===== config.mk =====
export PLATFORM = sky130hd
export DESIGN_NAME = wdr_top
export DESIGN_NICKNAME = d
export VERILOG_FILES = /design/src/core/wdr_pkg.sv /design/src/core/wdr_tick_div.sv /design/src/core/wdr_top.sv
export SDC_FILE = /design/constraint.sdc
export NUM_CORES = 1
export LEC_CHECK = 0
export BUFFER_PORTS_ARGS = -buffer_cell sky130_fd_sc_hd__buf_2
export CORE_ASPECT_RATIO = 1.1
export CORE_MARGIN = 3
export CORE_UTILIZATION = 45
export DETAILED_ROUTE_END_ITERATION = 16
export PLACE_DENSITY = 0.63
export SLEW_MARGIN = 20
export SYNTH_ARGS = -nofsm -noshare
export SYNTH_HDL_FRONTEND = slang
export SYNTH_HIERARCHICAL = 1
export SYNTH_SLANG_ARGS = --single-unit

===== constraint.sdc =====
create_clock -name clk_i -period 5.8 [get_ports clk_i]
set_input_delay 0 -clock clk_i [delete_from_list [all_inputs] [get_ports clk_i]]
set_output_delay 0 -clock clk_i [all_outputs]
set_load 0.01 [all_outputs]

===== src/core/wdr_pkg.sv =====
// Package: constants shared by the watchdog and reset-cause flag block
package wdr_pkg;

  // ---------------------------------------------------------------
  // Register addressing
  // ---------------------------------------------------------------
  localparam logic [6:0] IO_SPACE_TOP = 7'h3F;      // Last direct I/O offset
  localparam logic [6:0] DATA_SPACE_BIAS = 7'h20;   // Data-space address = offset + bias
  localparam logic [6:0] DATA_SPACE_TOP = 7'h5F;    // Last data-space alias of I/O space
  localparam logic [5:0] CTRL_OFFSET = 6'h21;       // watchdog_control
  localparam logic [5:0] FLAGS_OFFSET = 6'h34;      // reset_cause_flags

  // ---------------------------------------------------------------
  // Reset values
  // ---------------------------------------------------------------
  localparam logic [7:0] CTRL_RESET = 8'h00;
  localparam logic [7:0] FLAGS_RESET = 8'h00;

  // ---------------------------------------------------------------
  // Field positions
  // ---------------------------------------------------------------
  localparam int CHANGE_ENABLE_BIT = 4;
  localparam int DOG_ENABLE_BIT = 3;
  localparam int TIMEOUT_SELECT_MSB = 2;
  localparam int DOG_RESET_FLAG_BIT = 3;
  localparam int SUPPLY_DROP_FLAG_BIT = 2;
  localparam int PIN_RESET_FLAG_BIT = 1;
  localparam int POWER_UP_FLAG_BIT = 0;
  localparam logic [7:0] CTRL_USED_MASK = 8'h1F;    // Bits 7:5 read zero
  localparam logic [7:0] FLAGS_USED_MASK = 8'h0F;   // Bits 7:4 read zero

  // ---------------------------------------------------------------
  // Timing
  // ---------------------------------------------------------------
  localparam int CHANGE_ENABLE_CYCLES = 4;          // Change-enable life in clocks
  localparam int CLK_PERIOD_NS = 8;                 // 125 MHz system clock
  localparam int DOG_OSC_PERIOD_NS = 1000;          // 1 MHz watchdog oscillator
  localparam int DOG_OSC_DIV_CYCLES = (DOG_OSC_PERIOD_NS + CLK_PERIOD_NS - 1) / CLK_PERIOD_NS;
  localparam int TIMEOUT_BASE_OSC = 16384;          // Oscillator cycles at select 000
  localparam int TIMEOUT_COUNT_W = 22;              // Holds 2,097,152

endpackage


===== src/core/wdr_tick_div.sv =====
// Divider making the one-cycle watchdog oscillator enable pulse
`timescale 1ns/1ps

module wdr_tick_div #(
  parameter int DIV = 125
) (
  input wire logic clk_i,
  input wire logic rstn_i,
  output logic tick_o
);

  localparam int CW = (DIV > 1) ? $clog2(DIV) : 1;
  localparam logic [CW-1:0] LAST = CW'(DIV - 1);

  logic [CW-1:0] count;
  logic [CW-1:0] next_count;
  logic next_tick;

  // Free-running divide; the pulse is registered so it is glitch free
  always_comb begin
    next_tick = (count == LAST);
    next_count = next_tick ? '0 : count + CW'(1);
  end

  always_ff @(posedge clk_i or negedge rstn_i) begin
    if (!rstn_i) begin
      count <= '0;
      tick_o <= 1'b0;
    end else begin
      count <= next_count;
      tick_o <= next_tick;
    end
  end

endmodule


===== src/core/wdr_top.sv =====
// Watchdog control register, time-out counter and reset-cause flags
`timescale 1ns/1ps

// Overview of operation
// [RL1] Watchdog reset sets flag bit 3; power-on or written zero clears it.
// [RL2] Brown-out reset sets flag bit 2; power-on or written zero clears it.
// [RL3] Pin reset sets flag bit 1; power-on or written zero clears it.
// [RL4] Power-on sets flag bit 0; only a written zero clears it.
// [RL5] Firmware reads then clears the flags early to identify the next reset.
// [RL6] I/O offsets 0x00-0x3F; data-space address adds 0x20.
// [RL7] Flag register at I/O 0x34, data 0x54, resets to 0x00.
// [RL8] Control register at I/O 0x21, data 0x41, resets to 0x00.
// [RL9] Change-enable bit 4 clears itself four clocks after being written one.
// [RL10] Enable bit 3 sets freely; clears only while change-enable is one.
// [RL11] Firmware writes change-enable and enable, then enable zero within four clocks.
// [RL12] Time-out select changes only while change-enable is one.
// [RL13] Select code 000 gives 16,384 oscillator cycles, doubling up to 2,097,152.
// [RL14] Time-out gives a one system clock internal reset pulse.
// [RL15] Count restarts on restart instruction, when disabled, and on chip reset.
// [RL16] Always-on fuse keeps watchdog enabled and enable bit reading one.
// [RL17] Counter runs from a separate nominal 1 MHz oscillator; the model uses a divide-by-OSC_DIV enable from the system clock.
// [RL18] Unused upper bits read zero and ignore writes.
// [RL19] Time-out when oscillator count reaches selected value while enabled.
module wdr_top
  import wdr_pkg::*;
#(
  parameter int TIMEOUT_BASE = TIMEOUT_BASE_OSC,
  parameter int OSC_DIV = DOG_OSC_DIV_CYCLES
) (
  input wire logic clk_i,
  input wire logic rstn_i,
  input wire logic [6:0] io_addr_i,
  input wire logic io_data_space_i,
  input wire logic io_wr_i,
  input wire logic io_rd_i,
  input wire logic [7:0] io_wdata_i,
  output logic [7:0] io_rdata_o,
  input wire logic power_up_reset_i,
  input wire logic supply_drop_reset_i,
  input wire logic pin_reset_i,
  input wire logic dog_restart_instruction_i,
  input wire logic always_on_fuse_i,
  output logic dog_reset_o,
  output logic dog_enable_o
);

  // ---------------------------------------------------------------
  // Declarations
  // ---------------------------------------------------------------
  localparam int CE_W = $clog2(CHANGE_ENABLE_CYCLES + 1);
  localparam logic [CE_W-1:0] CE_LOAD = CE_W'(CHANGE_ENABLE_CYCLES - 1);
  localparam logic [TIMEOUT_COUNT_W-1:0] BASE_LIMIT = TIMEOUT_COUNT_W'(TIMEOUT_BASE);

  logic osc_tick;
  logic [5:0] offset;
  logic hit;
  logic ctrl_wr;
  logic flags_wr;
  logic chip_reset;
  logic [TIMEOUT_COUNT_W-1:0] limit;

  logic change_enable;
  logic dog_enable;
  logic [2:0] timeout_select;
  logic [CE_W-1:0] ce_count;
  logic next_change_enable;
  logic next_dog_enable;
  logic [2:0] next_timeout_select;
  logic [CE_W-1:0] next_ce_count;

  logic [3:0] cause_flags;
  logic [3:0] next_cause_flags;

  logic [TIMEOUT_COUNT_W-1:0] dog_count;
  logic [TIMEOUT_COUNT_W-1:0] next_dog_count;
  logic next_dog_reset;

  logic [7:0] next_rdata;
  logic next_dog_enable_o;

  // ---------------------------------------------------------------
  // Watchdog oscillator enable
  // ---------------------------------------------------------------
  // The separate oscillator is modelled as an enable from the system clock,
  // so the time-out tracks the system clock rather than a real RC source
  wdr_tick_div #(
    .DIV(OSC_DIV)
  ) u_osc_div (
    .clk_i(clk_i),
    .rstn_i(rstn_i),
    .tick_o(osc_tick)
  ); // RL17

  // ---------------------------------------------------------------
  // Address decode
  // ---------------------------------------------------------------
  // Data-space accesses below the bias or above the alias top miss
  always_comb begin
    offset = 6'h00;
    hit = 1'b0;
    if (io_data_space_i) begin
      if ((io_addr_i >= DATA_SPACE_BIAS) && (io_addr_i <= DATA_SPACE_TOP)) begin
        offset = 6'(io_addr_i - DATA_SPACE_BIAS); // RL6
        hit = 1'b1;
      end
    end else if (io_addr_i <= IO_SPACE_TOP) begin
      offset = io_addr_i[5:0]; // RL6
      hit = 1'b1;
    end
  end

  assign ctrl_wr = io_wr_i && hit && (offset == CTRL_OFFSET); // RL8
  assign flags_wr = io_wr_i && hit && (offset == FLAGS_OFFSET); // RL7

  // Any reset source restarts the watchdog and its control register
  assign chip_reset = power_up_reset_i | supply_drop_reset_i | pin_reset_i | dog_reset_o;

  // Selected time-out in oscillator cycles
  assign limit = BASE_LIMIT << timeout_select; // RL13

  // ---------------------------------------------------------------
  // Control register
  // ---------------------------------------------------------------
  // The prescaler and the clear of enable look at the change-enable held
  // before this write, so a single write cannot open and use the window
  always_comb begin
    next_change_enable = change_enable;
    next_dog_enable = dog_enable;
    next_timeout_select = timeout_select;
    next_ce_count = ce_count;
    if (change_enable) begin
      if (ce_count == '0) begin
        next_change_enable = 1'b0; // RL9
      end else begin
        next_ce_count = ce_count - CE_W'(1);
      end
    end
    if (ctrl_wr) begin
      next_change_enable = io_wdata_i[CHANGE_ENABLE_BIT]; // RL9
      if (io_wdata_i[CHANGE_ENABLE_BIT]) begin
        next_ce_count = CE_LOAD;
      end
      if (io_wdata_i[DOG_ENABLE_BIT]) begin
        next_dog_enable = 1'b1; // RL10
      end else if (change_enable) begin
        next_dog_enable = 1'b0; // RL10
      end
      if (change_enable) begin
        next_timeout_select = io_wdata_i[TIMEOUT_SELECT_MSB:0]; // RL12
      end
    end
    if (chip_reset) begin
      next_change_enable = CTRL_RESET[CHANGE_ENABLE_BIT];
      next_dog_enable = CTRL_RESET[DOG_ENABLE_BIT];
      next_timeout_select = CTRL_RESET[TIMEOUT_SELECT_MSB:0];
      next_ce_count = '0;
    end
    if (always_on_fuse_i) begin
      next_dog_enable = 1'b1; // RL16
    end
  end

  always_ff @(posedge clk_i or negedge rstn_i) begin
    if (!rstn_i) begin
      change_enable <= CTRL_RESET[CHANGE_ENABLE_BIT];
      dog_enable <= CTRL_RESET[DOG_ENABLE_BIT];
      timeout_select <= CTRL_RESET[TIMEOUT_SELECT_MSB:0];
      ce_count <= '0;
    end else begin
      change_enable <= next_change_enable;
      dog_enable <= next_dog_enable;
      timeout_select <= next_timeout_select;
      ce_count <= next_ce_count;
    end
  end

  // ---------------------------------------------------------------
  // Reset-cause flags
  // ---------------------------------------------------------------
  // Software write applies first and reset events override it, so an event
  // in the cycle of a clearing write is never lost
  always_comb begin
    next_cause_flags = cause_flags;
    if (flags_wr) begin
      next_cause_flags = io_wdata_i[3:0]; // RL18
    end
    if (power_up_reset_i) begin
      next_cause_flags[DOG_RESET_FLAG_BIT] = 1'b0; // RL1
      next_cause_flags[SUPPLY_DROP_FLAG_BIT] = 1'b0; // RL2
      next_cause_flags[PIN_RESET_FLAG_BIT] = 1'b0; // RL3
      next_cause_flags[POWER_UP_FLAG_BIT] = 1'b1; // RL4
    end
    if (dog_reset_o) begin
      next_cause_flags[DOG_RESET_FLAG_BIT] = 1'b1; // RL1
    end
    if (supply_drop_reset_i) begin
      next_cause_flags[SUPPLY_DROP_FLAG_BIT] = 1'b1; // RL2
    end
    if (pin_reset_i) begin
      next_cause_flags[PIN_RESET_FLAG_BIT] = 1'b1; // RL3
    end
  end

  always_ff @(posedge clk_i or negedge rstn_i) begin
    if (!rstn_i) begin
      cause_flags <= FLAGS_RESET[3:0]; // RL7
    end else begin
      cause_flags <= next_cause_flags;
    end
  end

  // ---------------------------------------------------------------
  // Time-out counter
  // ---------------------------------------------------------------
  // The count clears to zero on the expiry cycle; the pulse then resets the control register and count
  always_comb begin
    next_dog_count = dog_count;
    next_dog_reset = 1'b0;
    if (chip_reset || !dog_enable || dog_restart_instruction_i) begin
      next_dog_count = '0; // RL15
    end else if (osc_tick) begin
      if (dog_count >= limit - TIMEOUT_COUNT_W'(1)) begin
        next_dog_reset = 1'b1; // RL19
        next_dog_count = '0;
      end else begin
        next_dog_count = dog_count + TIMEOUT_COUNT_W'(1);
      end
    end
  end

  always_ff @(posedge clk_i or negedge rstn_i) begin
    if (!rstn_i) begin
      dog_count <= '0;
      dog_reset_o <= 1'b0;
    end else begin
      dog_count <= next_dog_count;
      dog_reset_o <= next_dog_reset; // RL14
    end
  end

  // ---------------------------------------------------------------
  // Read data and status outputs
  // ---------------------------------------------------------------
  // Read data is registered: it appears the cycle after the read strobe
  // and holds until the next read; unmapped offsets return zero
  always_comb begin
    next_rdata = io_rdata_o;
    next_dog_enable_o = next_dog_enable;
    if (io_rd_i) begin
      next_rdata = 8'h00;
      if (hit && (offset == CTRL_OFFSET)) begin
        next_rdata = {3'h0, change_enable, dog_enable, timeout_select} & CTRL_USED_MASK; // RL18
      end else if (hit && (offset == FLAGS_OFFSET)) begin
        next_rdata = {4'h0, cause_flags} & FLAGS_USED_MASK; // RL18
      end
    end
  end

  always_ff @(posedge clk_i or negedge rstn_i) begin
    if (!rstn_i) begin
      io_rdata_o <= 8'h00;
      dog_enable_o <= 1'b0;
    end else begin
      io_rdata_o <= next_rdata;
      dog_enable_o <= next_dog_enable_o;
    end
  end

endmodule


==> impl_metrics.yaml, run 1 <==
setup_path:
  cp_max_fo: 16
  path_cells: "nand3_1, ha_1, nand4_1, nor2_1, nand4_1, a21oi_2, nor2b_1"
  crit_family: "simple AND/OR/NAND/NOR gates"
  crit_top_cell: "nand4_1"
  critical_path_arrival_ns: 2.90
  crit_path_top_delay_cell: "a21oi_2"
  required_ns: 6.02
  crit_path_end_kind: "flip-flop"
  reg2reg_setup_slack_ns: 3.12
  timing.rr.start: "timeout_select[2]$_DFFE_PN0P_"
  cp_num_buf_inv: 0
  path_class: "flip-flop to flip-flop"
  critPathLaunch: "timeout_select[2]$_DFFE_PN0P_"
  cp-start-kind: "flip-flop"
  cp_slowest_stage_delay_ns: 0.74
power:
  irDropWorstVdd_uv: 110.0
  cellPowerDensity_nw_per_um2: 185.6
  leakagePower_nw: 1.272
cells_and_area:
  drive_gt1_share_pct: 15.67
  mostFrequentLayoutCells: "48 x dfrtp_1, 27 x buf_2, 23 x nor3_1, 19 x nand2_1, 18 x nor2_1"
  diodes: 0
  syn_to_final_growth_pct: 14.03
  final_common_cell: "dfrtp_1"
  nNetsFinal: 356
synthesis:
  syn_avg_cell_area_sq_um: 9.739
  synth_top_area_cell: "dfrtp_1"
  synth-seq-cells: 48
  synth_area_leaders: "dfrtp_1 44%, ha_1 5.9%, nor3_1 4.2%"
  synth_warnings: 6
  netlist_area_sq_um: 2746
  synthMuxAreaShare_pct: 2.187
  ys_seq_area_share_pct: 43.74
  synth_adder_area_share_pct: 5.923
  synth_simple_gate_area_share_pct: 23.96
  ys.flop_type: "dfrtp_1"
  synth-edff-count: 0
  postSynthCellCount: 282
  synth_top_family_by_area: "simple AND/OR/NAND/NOR gates"
  synth-compound-area-share_pct: 13.85
  synth-xor-area-share_pct: 6.059
  synth_top_area_share_pct: 43.74
  ys_types: 49
  ys_async_sr_fraction_pct: 100.0
routing:
  drc: 0
  drt_iter0_markers: 71
  vias: 2175
  routedWlPerCell_um: 14.26
  avgViaCountPerCell: 5.492
  drt_wl_total_um: 5647
  antenna_left: 0
  first_pass_iters: 4
global_route:
  grt_pass1_vias: 2238
  antenna_found_initial: 0
  grt-ovfl-total: 0
  grt_pass1_wl_um: 10240
  grt_max_degree: 49
  gr-usage-all-layers_pct: 18.16
place:
  place.gp.congestion: 0.7787
  dp_slack_ns: 3.160
  io_buffer_count: 28
  hpwl_um: 3838
die:
  coreArea_sq_um: 5842
  die_y_um: 87.94
  start_util_pct: 47.01
  pin_count: 35
  die_x_um: 80.49
  fp-row-count: 29
  die_area_sq_um: 7077
clock_tree:
  clk_root_buffer_cell: "clkbuf_8"
  path_clk_slew_ns: 0.10
  clk_latency_ns: 0.30
  cts_buffers: 5
  cts.sinks: 48
  htreeDepth: 2
  post_cts_buffers: 0
  clockBufferDepth: 2
  cts_tree: "yes"
  cts_resized: 0
  postCtsHoldBufs: 12
timing:
  final-max-slew-violation-count: 0
  finClkSkew_ns: 0.009195
  finalSetupTns_ns: 0
  setup_viol_count_final: 0
  min_period_ns: 2.681
  setup_slack_ns: 3.119
  min_period_over_period_pct: 46.23
  slew_headroom_pct: 39.87
  hold_viol: 0
  rsz0062_at_grt: "false"
  worst_pin_slew_ns: 0.8998
  max_freq_ghz: 0.3729
worst_hold_path:
  worstHoldPathType: "input pin to flip-flop"
  min-delay-start: "io_wdata_i[4]"
run_status:
  status: "finished clean"
job:
  drv_cap: 0
layer usage:
metal / wire length [um] / global-route usage (%) / vias to the layer above
li1: - / - / 1095
met1: 2590 / 22.68 / 1036
met2: 2758 / 31.70 / 37
met3: 214 / 3.395 / 7
met4: 84 / 5.837 / 0
met5: 0 / 0 / -
per-stage QoR:
| stage | power [mW] | util (%) | area (sq um) | instances | hold slack, ns |
|---|---|---|---|---|---|
| after detailed placement | 0.3807 | 50.01 | 2922 | 376 | 0.2128 |
| final | 0.5812 | 53.61 | 3132 | 396 | 0.04240 |
| after CTS | 0.5875 | 53.57 | 3129 | 396 | 0.03448 |
| after floorplan | 0.3607 | - | 2754 | 284 | -0.2956 |
| after global routing | 0.6051 | 53.61 | 3132 | 396 | 0.04134 |
| after global placement | 0.3799 | 50.01 | 2922 | 376 | 0.2079 |
area by class of cell:
cell class / instances / area, sq um
inverters: 9 / 33.78
clock inverters: 3 / 18.77
well taps: 77 / 96.34
flip-flops and latches: 48 / 1201
multi-input cells: 213 / 1443
repair buffers: 41 / 270.3
fillers: 526 / 2710
clock buffers: 5 / 68.82
worst reg2reg max path, delay by kind of cell (launching register included):
kind | cells | cell delay (ns)
simple gates | 5 | 1.04
compound gates | 1 | 0.74
flops | 1 | 0.49
fa+ha+maj | 1 | 0.33
cell families (layout without fill, tap and decap cells):
logic type,Yosys count,after routing
mux,6,6
compound gates,50,50
simple gates,121,121
fa+ha+maj,13,13
flops,48,48
buf+inv,23,58
other cells,2,4
xor+xnor,19,19
cells in the mapped netlist (2+ instances only):
library cell,instances
a2111oi_4,2
a21oi_1,14
a21oi_2,2
a22oi_1,4
a31oi_1,9
and3_1,6
and4_1,2
buf_4,4
clkbuf_1,7
conb_1,2
dfrtp_1,48
ha_1,13
inv_1,8
mux2i_1,6
nand2_1,19
nand3_1,15
nand3_2,2
nand3b_1,2
nand4_1,13
nor2_1,18
nor2b_1,3
nor3_1,23
nor4_1,5
o21ai_0,7
o21bai_1,4
or3_1,4
xnor2_1,9
xor2_1,10
report_power, final:
group	switching (mW)	leakage [nW]	total [mW]	internal, mW
Sequential	0.00211	0.636	0.340	0.338
Combinational	0.0233	0.588	0.0401	0.0168
Clock	0.117	0.0479	0.201	0.0843
Total	0.142	1.27	0.581	0.439
state kept, by name, summed over array words and instances (netlist names):
signal and cells:
u_osc_div/count 7, change_enable 1, dog_enable_o 1, timeout_select 3, dog_count 22, u_osc_div/tick_o 1, dog_reset_o 1, ce_count 3
io_rdata_o 5, cause_flags 4
worst paths after layout:
check	endpoint	depth (start not counted)
worst max-delay path	dog_reset_o$_DFF_PN0_	7
worst min-delay path	change_enable$_DFF_PN0_	3
worst max register to register	dog_reset_o$_DFF_PN0_	7
worst min register to register	cause_flags[0]$_DFFE_PN0P_	1
max in group asynchronous	dog_count[21]$_DFFE_PN0P_	2
min in group asynchronous	io_rdata_o[4]$_DFFE_PN0P_	2
Power figures use the tool's default switching activity.
==> run 2, diff against run 1 <==
==> constraint.sdc (replaced) <==
create_clock -name clk_i -period 2.77 [get_ports clk_i]
set_input_delay 0 -clock clk_i [delete_from_list [all_inputs] [get_ports clk_i]]
set_output_delay 0 -clock clk_i [all_outputs]
set_load 0.01 [all_outputs]
==> impl_metrics.yaml, run 2 (synthesis gave the netlist of run 1 again) <==
clock_tree:
  cts_buffers: 5
  clk_root_buffer_cell: "clkbuf_8"
  cts_resized: 0
  cts_tree: "yes"
  clockBufferDepth: 2
  post_cts_buffers: 0
  postCtsHoldBufs: 11
  clk_latency_ns: 0.29
  htreeDepth: 2
  path_clk_slew_ns: 0.09
  cts.sinks: 48
cells_and_area:
  post-route-cell-area_sq_um: 3157
  utilization_pct: 54.04
  nNetsFinal: 360
  mostFrequentLayoutCells: "48 x dfrtp_1, 28 x buf_2, 23 x nor3_1, 19 x nand2_1, 18 x nor2_1"
  drive_gt1_share_pct: 17.03
  top_regs: "dog_count (22), u_osc_div/count (7), io_rdata_o (5)"
  syn_to_final_growth_pct: 14.94
  final_common_cell: "dfrtp_1"
  diodes: 0
  largest_register_ff_count: 22
  largest_register: "dog_count"
routing:
  antenna_left: 0
  drt_iter0_markers: 159
  drt_wl_total_um: 5680
  drc: 0
  routedWlPerCell_um: 14.20
  avgViaCountPerCell: 5.480
  first_pass_iters: 4
  vias: 2192
timing:
  setup_viol_count_final: 0
  min_period_ns: 2.214
  rsz0062_at_grt: "false"
  hold_viol: 0
  final-max-slew-violation-count: 0
  whs_ns: 0.008385
  setup_slack_ns: 0.5560
  worst_pin_slew_ns: 0.6362
  finClkSkew_ns: 0.01005
  finalSetupTns_ns: 0
  max_freq_ghz: 0.4517
  min_period_over_period_pct: 79.93
  slew_headroom_pct: 57.59
power:
  p_seq_share_pct: 59.1
  clockPowerShare_pct: 33.9
  power.switching_uw: 285.0
  irDropWorstVdd_uv: 276.5
  switching_share_pct: 23.66
  intPower_uw: 919.3
  leakagePower_nw: 1.287
  pwr-share-comb_pct: 7.0
  cellPowerDensity_nw_per_um2: 381.5
die:
  pin_count: 35
  coreArea_sq_um: 5842
  start_util_pct: 47.01
  die_y_um: 87.94
  fp-row-count: 29
  die_x_um: 80.49
  die_area_sq_um: 7077
global_route:
  grt_max_degree: 30
  grt_pass1_wl_um: 9666
  antenna_found_initial: 0
  grt_pass1_vias: 2123
  gr-usage-all-layers_pct: 17.31
  grt-ovfl-total: 0
place:
  hpwl_um: 4128
  dpl_cell_area_sq_um: 2959
  dp_slack_ns: 0.6278
  place.gp.congestion: 0.7824
  io_buffer_count: 28
setup_path:
  critical_path_arrival_ns: 2.42
  crit_path_end_kind: "flip-flop"
  required_ns: 2.98
  path_class: "flip-flop to flip-flop"
  cp_max_fo: 10
  cp-start-kind: "flip-flop"
  reg2reg_setup_slack_ns: 0.56
worst_hold_path:
  worstHoldPathType: "input pin to flip-flop"
job:
  drv_cap: 0
run_status:
  status: "finished clean"
## run 2: per-stage QoR
step | total power [mW] | cells
2_1_floorplan | 0.7553 | 284
3_3_place_gp | 0.7968 | 381
3_5_place_dp | 0.7987 | 381
4_1_cts | 1.219 | 400
5_1_grt | 1.260 | 400
6_report | 1.204 | 400
## run 2: path summary, 6_finish.rpt
path,start,end,cells past startpoint
worst min-delay path,io_wdata_i[3],cause_flags[3]$_DFFE_PN0P_,3
worst max register to register,timeout_select[2]$_DFFE_PN0P_,dog_count[19]$_DFFE_PN0P_,8
min in group asynchronous,rstn_i,io_rdata_o[3]$_DFFE_PN0P_,2
worst max-delay path,timeout_select[2]$_DFFE_PN0P_,dog_count[19]$_DFFE_PN0P_,8
max in group asynchronous,rstn_i,dog_count[20]$_DFFE_PN0P_,3
worst min register to register,cause_flags[0]$_DFFE_PN0P_,cause_flags[0]$_DFFE_PN0P_,1
## run 2: worst max-delay path, cell delays in order (launching register included)
cell	delay, ns
dfrtp_1	0.49
inv_1	0.07
ha_1	0.35
a21oi_1	0.17
a31oi_1	0.12
a211oi_1	0.40
buf_4	0.25
nand4_1	0.09
a31oi_1	0.19
## run 2: cell type report
| type | count | area, sq um |
|---|---|---|
| Clock inverter | 3 | 18.77 |
| Clock buffer | 5 | 68.82 |
| Sequential cell | 48 | 1201 |
| Fill cell | 538 | 2685 |
| Tap cell | 77 | 96.34 |
| Inverter | 9 | 33.78 |
| Timing Repair Buffer | 45 | 295.3 |
| Multi-Input combinational cell | 213 | 1443 |
## run 2: routing by layer
metal	track usage (%)	up-vias	routed length, um
li1	-	1112	-
met1	21.75	1047	2572
met2	30.35	29	2867
met3	3.292	4	194
met4	4.916	0	44
met5	0	-	0
## run 2: power groups by stage
stage               Sequential (mW)  Combinational, mW  Clock, mW
detailed placement            0.726             0.0731          0
CTS                           0.712             0.0860      0.422
global placement              0.725             0.0719          0
global route                  0.713             0.0945      0.453
finish                        0.712             0.0847      0.408
floorplan                     0.727             0.0279          0
==> run 3, diff against run 2 <==
--- a/config.mk
+++ b/config.mk
@@ -5,12 +5,13 @@
 export SDC_FILE = /design/constraint.sdc
 export NUM_CORES = 1
 export LEC_CHECK = 0
+export ABC_AREA = 1
 export BUFFER_PORTS_ARGS = -buffer_cell sky130_fd_sc_hd__buf_2
 export CORE_ASPECT_RATIO = 1.1
 export CORE_MARGIN = 3
 export CORE_UTILIZATION = 45
 export DETAILED_ROUTE_END_ITERATION = 16
-export PLACE_DENSITY = 0.63
+export PLACE_DENSITY = 0.65
 export SLEW_MARGIN = 20
 export SYNTH_ARGS = -nofsm -noshare
 export SYNTH_HDL_FRONTEND = slang
==> constraint.sdc (replaced) <==
create_clock -name clk_i -period 1.8 [get_ports clk_i]
set_input_delay 0 -clock clk_i [delete_from_list [all_inputs] [get_ports clk_i]]
set_output_delay 0 -clock clk_i [all_outputs]
set_load 0.01 [all_outputs]
==> impl_metrics.yaml, run 3 <==
setup_path:
  cp_num_buf_inv: 2
  crit_family: "simple AND/OR/NAND/NOR gates"
  cp_max_fo: 9
  path_class: "flip-flop to flip-flop"
  reg2reg_setup_slack_ns: -0.06
  required_ns: 2.03
  worstRegToRegCells: 11
  cp_slowest_stage_delay_ns: 0.46
  crit_top_cell: "nand2_2"
  path_cells: "a21oi_2, ha_1, nand2_2, inv_1, nand2_1, nand2_2, a21oi_4, nand3_4, nand2_8, inv_8, nor3b_2"
  crit_path_top_delay_cell: "dfrtp_2"
  timing.rr.start: "timeout_select[1]$_DFFE_PN0P_"
  crit_path_end_kind: "flip-flop"
  cp-start-kind: "flip-flop"
  critical_path_arrival_ns: 2.09
  reg2reg_to: "dog_count[5]$_DFFE_PN0P_"
routing:
  drc: 0
  avgViaCountPerCell: 4.942
  antenna_left: 0
  first_pass_iters: 4
  drt_iter0_markers: 147
  vias: 2535
  routedWlPerCell_um: 12.70
  drt_wl_total_um: 6517
cells_and_area:
  drive_gt1_share_pct: 24.48
  mostFrequentLayoutCells: "82 x nand2_1, 49 x inv_1, 46 x dfrtp_1, 36 x nor2_1, 28 x buf_2"
  syn_to_final_growth_pct: 22.92
  largest_register_ff_count: 22
  largest_register: "dog_count"
  final_cells: 513
  diodes: 0
  top_regs: "dog_count (22), u_osc_div/count (7), io_rdata_o (5)"
  nNetsFinal: 470
  post-route-cell-area_sq_um: 3583
  final_common_cell: "nand2_1"
  final.fill_count: 586
global_route:
  gr-usage-all-layers_pct: 18.21
  grt_max_degree: 49
  grt_pass1_wl_um: 10780
  antenna_found_initial: 0
  grt-ovfl-total: 0
  grt_pass1_vias: 2439
synthesis:
  synth_warnings: 6
  synth_common_cells: "85 x nand2_1, 49 x inv_1, 48 x dfrtp_1"
  synth_top_area_share_pct: 41.20
  synth_top_area_cell: "dfrtp_1"
  ys_async_sr_fraction_pct: 100.0
  syn_avg_cell_area_sq_um: 7.753
  ys_types: 36
  synth_area_leaders: "dfrtp_1 41%, nand2_1 11%, inv_1 6.3%"
  ys_seq_area_share_pct: 41.20
  netlist_area_sq_um: 2915
  synth.most_common_cell: "nand2_1"
  synth-seq-cells: 48
  synth-edff-count: 0
  postSynthCellCount: 376
  ys.flop_type: "dfrtp_1"
power:
  irDropWorstVdd_uv: 418.9
  cellPowerDensity_nw_per_um2: 580.6
  leakagePower_nw: 1.819
  power_mw: 2.081
worst_hold_path:
  worstHoldPathType: "input pin to flip-flop"
  hold_depth: 3
  min_to: "timeout_select[1]$_DFFE_PN0P_"
  min-delay-start: "io_wdata_i[1]"
die:
  die_area_sq_um: 7481
  fp-row-count: 30
  pin_count: 35
  die_x_um: 82.74
  coreArea_sq_um: 6231
  die_y_um: 90.42
  start_util_pct: 46.79
clock_tree:
  path_clk_slew_ns: 0.09
  clk_root_buffer_cell: "clkbuf_8"
  cts_tree: "yes"
  cts_buffers: 5
  clk_latency_ns: 0.31
  htreeDepth: 2
  clockBufferDepth: 2
  cts.sinks: 48
timing:
  slew_headroom_pct: 59.49
  setup_viol_count_final: 11
  min_period_over_period_pct: 103.1
  max_freq_ghz: 0.5387
  final-max-slew-violation-count: 0
  whs_ns: 0.001654
  rsz0062_at_grt: "true"
  worst_pin_slew_ns: 0.6077
  setup_slack_ns: -0.05639
  min_period_ns: 1.856
  hold_viol: 0
  finClkSkew_ns: 0.007912
place:
  place.gp.congestion: 0.8227
  dpl_cell_area_sq_um: 3208
  dp_slack_ns: -0.1277
  io_buffer_count: 28
  hpwl_um: 4620
  dp.cells: 491
run_status:
  status: "finished, violations left"
  violations: "setup timing"
job:
  drv_cap: 0
## run 3: cell types whose count changed in the layout (fill, tap and decap cells not counted), sizes merged, moves of 8 or more
cell,change
buf,+8
inv,+43
a21oi,+14
nor2,+33
nand4,-9
nor3,-11
nand2,+77
## run 3: per-layer routing
metal	part of all wire [%]	track usage [%]	routed length (um)	up-vias
met3	3.4	3.293	224	6
met4	0.97	4.632	63	0
li1	-	-	-	1311
met2	50	29.81	3252	39
met5	0	0	0	-
met1	46	24.58	2976	1179
## run 3: where the power goes
part	internal (mW)	switching (mW)
clock network	0.413	0.375
logic	0.0765	0.113
registers	1.09	0.0114
total	1.58	0.499
## run 3: kinds of logic (layout without fill, tap and decap cells)
| kind of cell | Yosys count | in the layout | share of synthesized area [%] |
|---|---|---|---|
| simple gates | 194 | 194 | 32.75 |
| buf+inv | 58 | 113 | 8.112 |
| compound gates | 53 | 53 | 9.700 |
| flops | 48 | 48 | 41.20 |
| fa+ha+maj | 13 | 13 | 5.580 |
| xor+xnor | 8 | 8 | 2.404 |
| other cells | 2 | 4 | 0.2576 |
## run 3: metrics by stage
step | utilization [%] | setup TNS [ns]
2_1_floorplan | - | 0
3_3_place_gp | 51.49 | -0.6690
3_5_place_dp | 51.49 | -1.779
4_1_cts | 55.50 | -0.04250
5_1_grt | 57.51 | -2.740
6_report | 57.51 | -0.3103
## run 3: timing repair
item                                    in CTS  in global routing
pin swaps                                    0                 12
endpoints found under the setup margin      23                 23
setup buffers                                2                  1
hold endpoints to repair                    55                  0
gates cloned                                 0                  0
resized for setup                            7                 27
hold buffers                                11                  0
## run 3: worst max-delay path by stage
stage | startpoint | endpoint | slack, ns | depth (start not counted)
finish | timeout_select[1]$_DFFE_PN0P_ | dog_count[5]$_DFFE_PN0P_ | -0.06 | 11
global route | timeout_select[1]$_DFFE_PN0P_ | dog_count[16]$_DFFE_PN0P_ | -0.17 | 13
CTS | timeout_select[1]$_DFFE_PN0P_ | dog_count[5]$_DFFE_PN0P_ | -0.02 | 11
detailed placement | timeout_select[2]$_DFFE_PN0P_ | dog_count[0]$_DFFE_PN0P_ | -0.13 | 11
global placement | timeout_select[2]$_DFFE_PN0P_ | dog_count[16]$_DFFE_PN0P_ | -0.07 | 13
floorplan | timeout_select[1]$_DFFE_PN0P_ | dog_count[5]$_DFFE_PN0P_ | 0.02 | 12
## run 3: final cells by class
class	count	area, sq um	area share [%]
Tap cell	80	100.1	2.793
Timing Repair Buffer	53	355.3	9.916
Sequential cell	48	1204	33.59
Inverter	52	203.9	5.691
Clock buffer	6	72.57	2.025
Clock inverter	2	35.03	0.9777
Multi-Input combinational cell	272	1613	45.01
## run 3: worst reg2reg max path: cells and delay by family, from the launching register on
family / cells / cell delay [ns]
flip-flops: 1 / 0.46
AND/OR/NAND/NOR: 6 / 0.62
buffers and inverters: 2 / 0.10
adder cells (fa/ha/maj): 1 / 0.24
AO/OA/AOI/OAI: 2 / 0.36
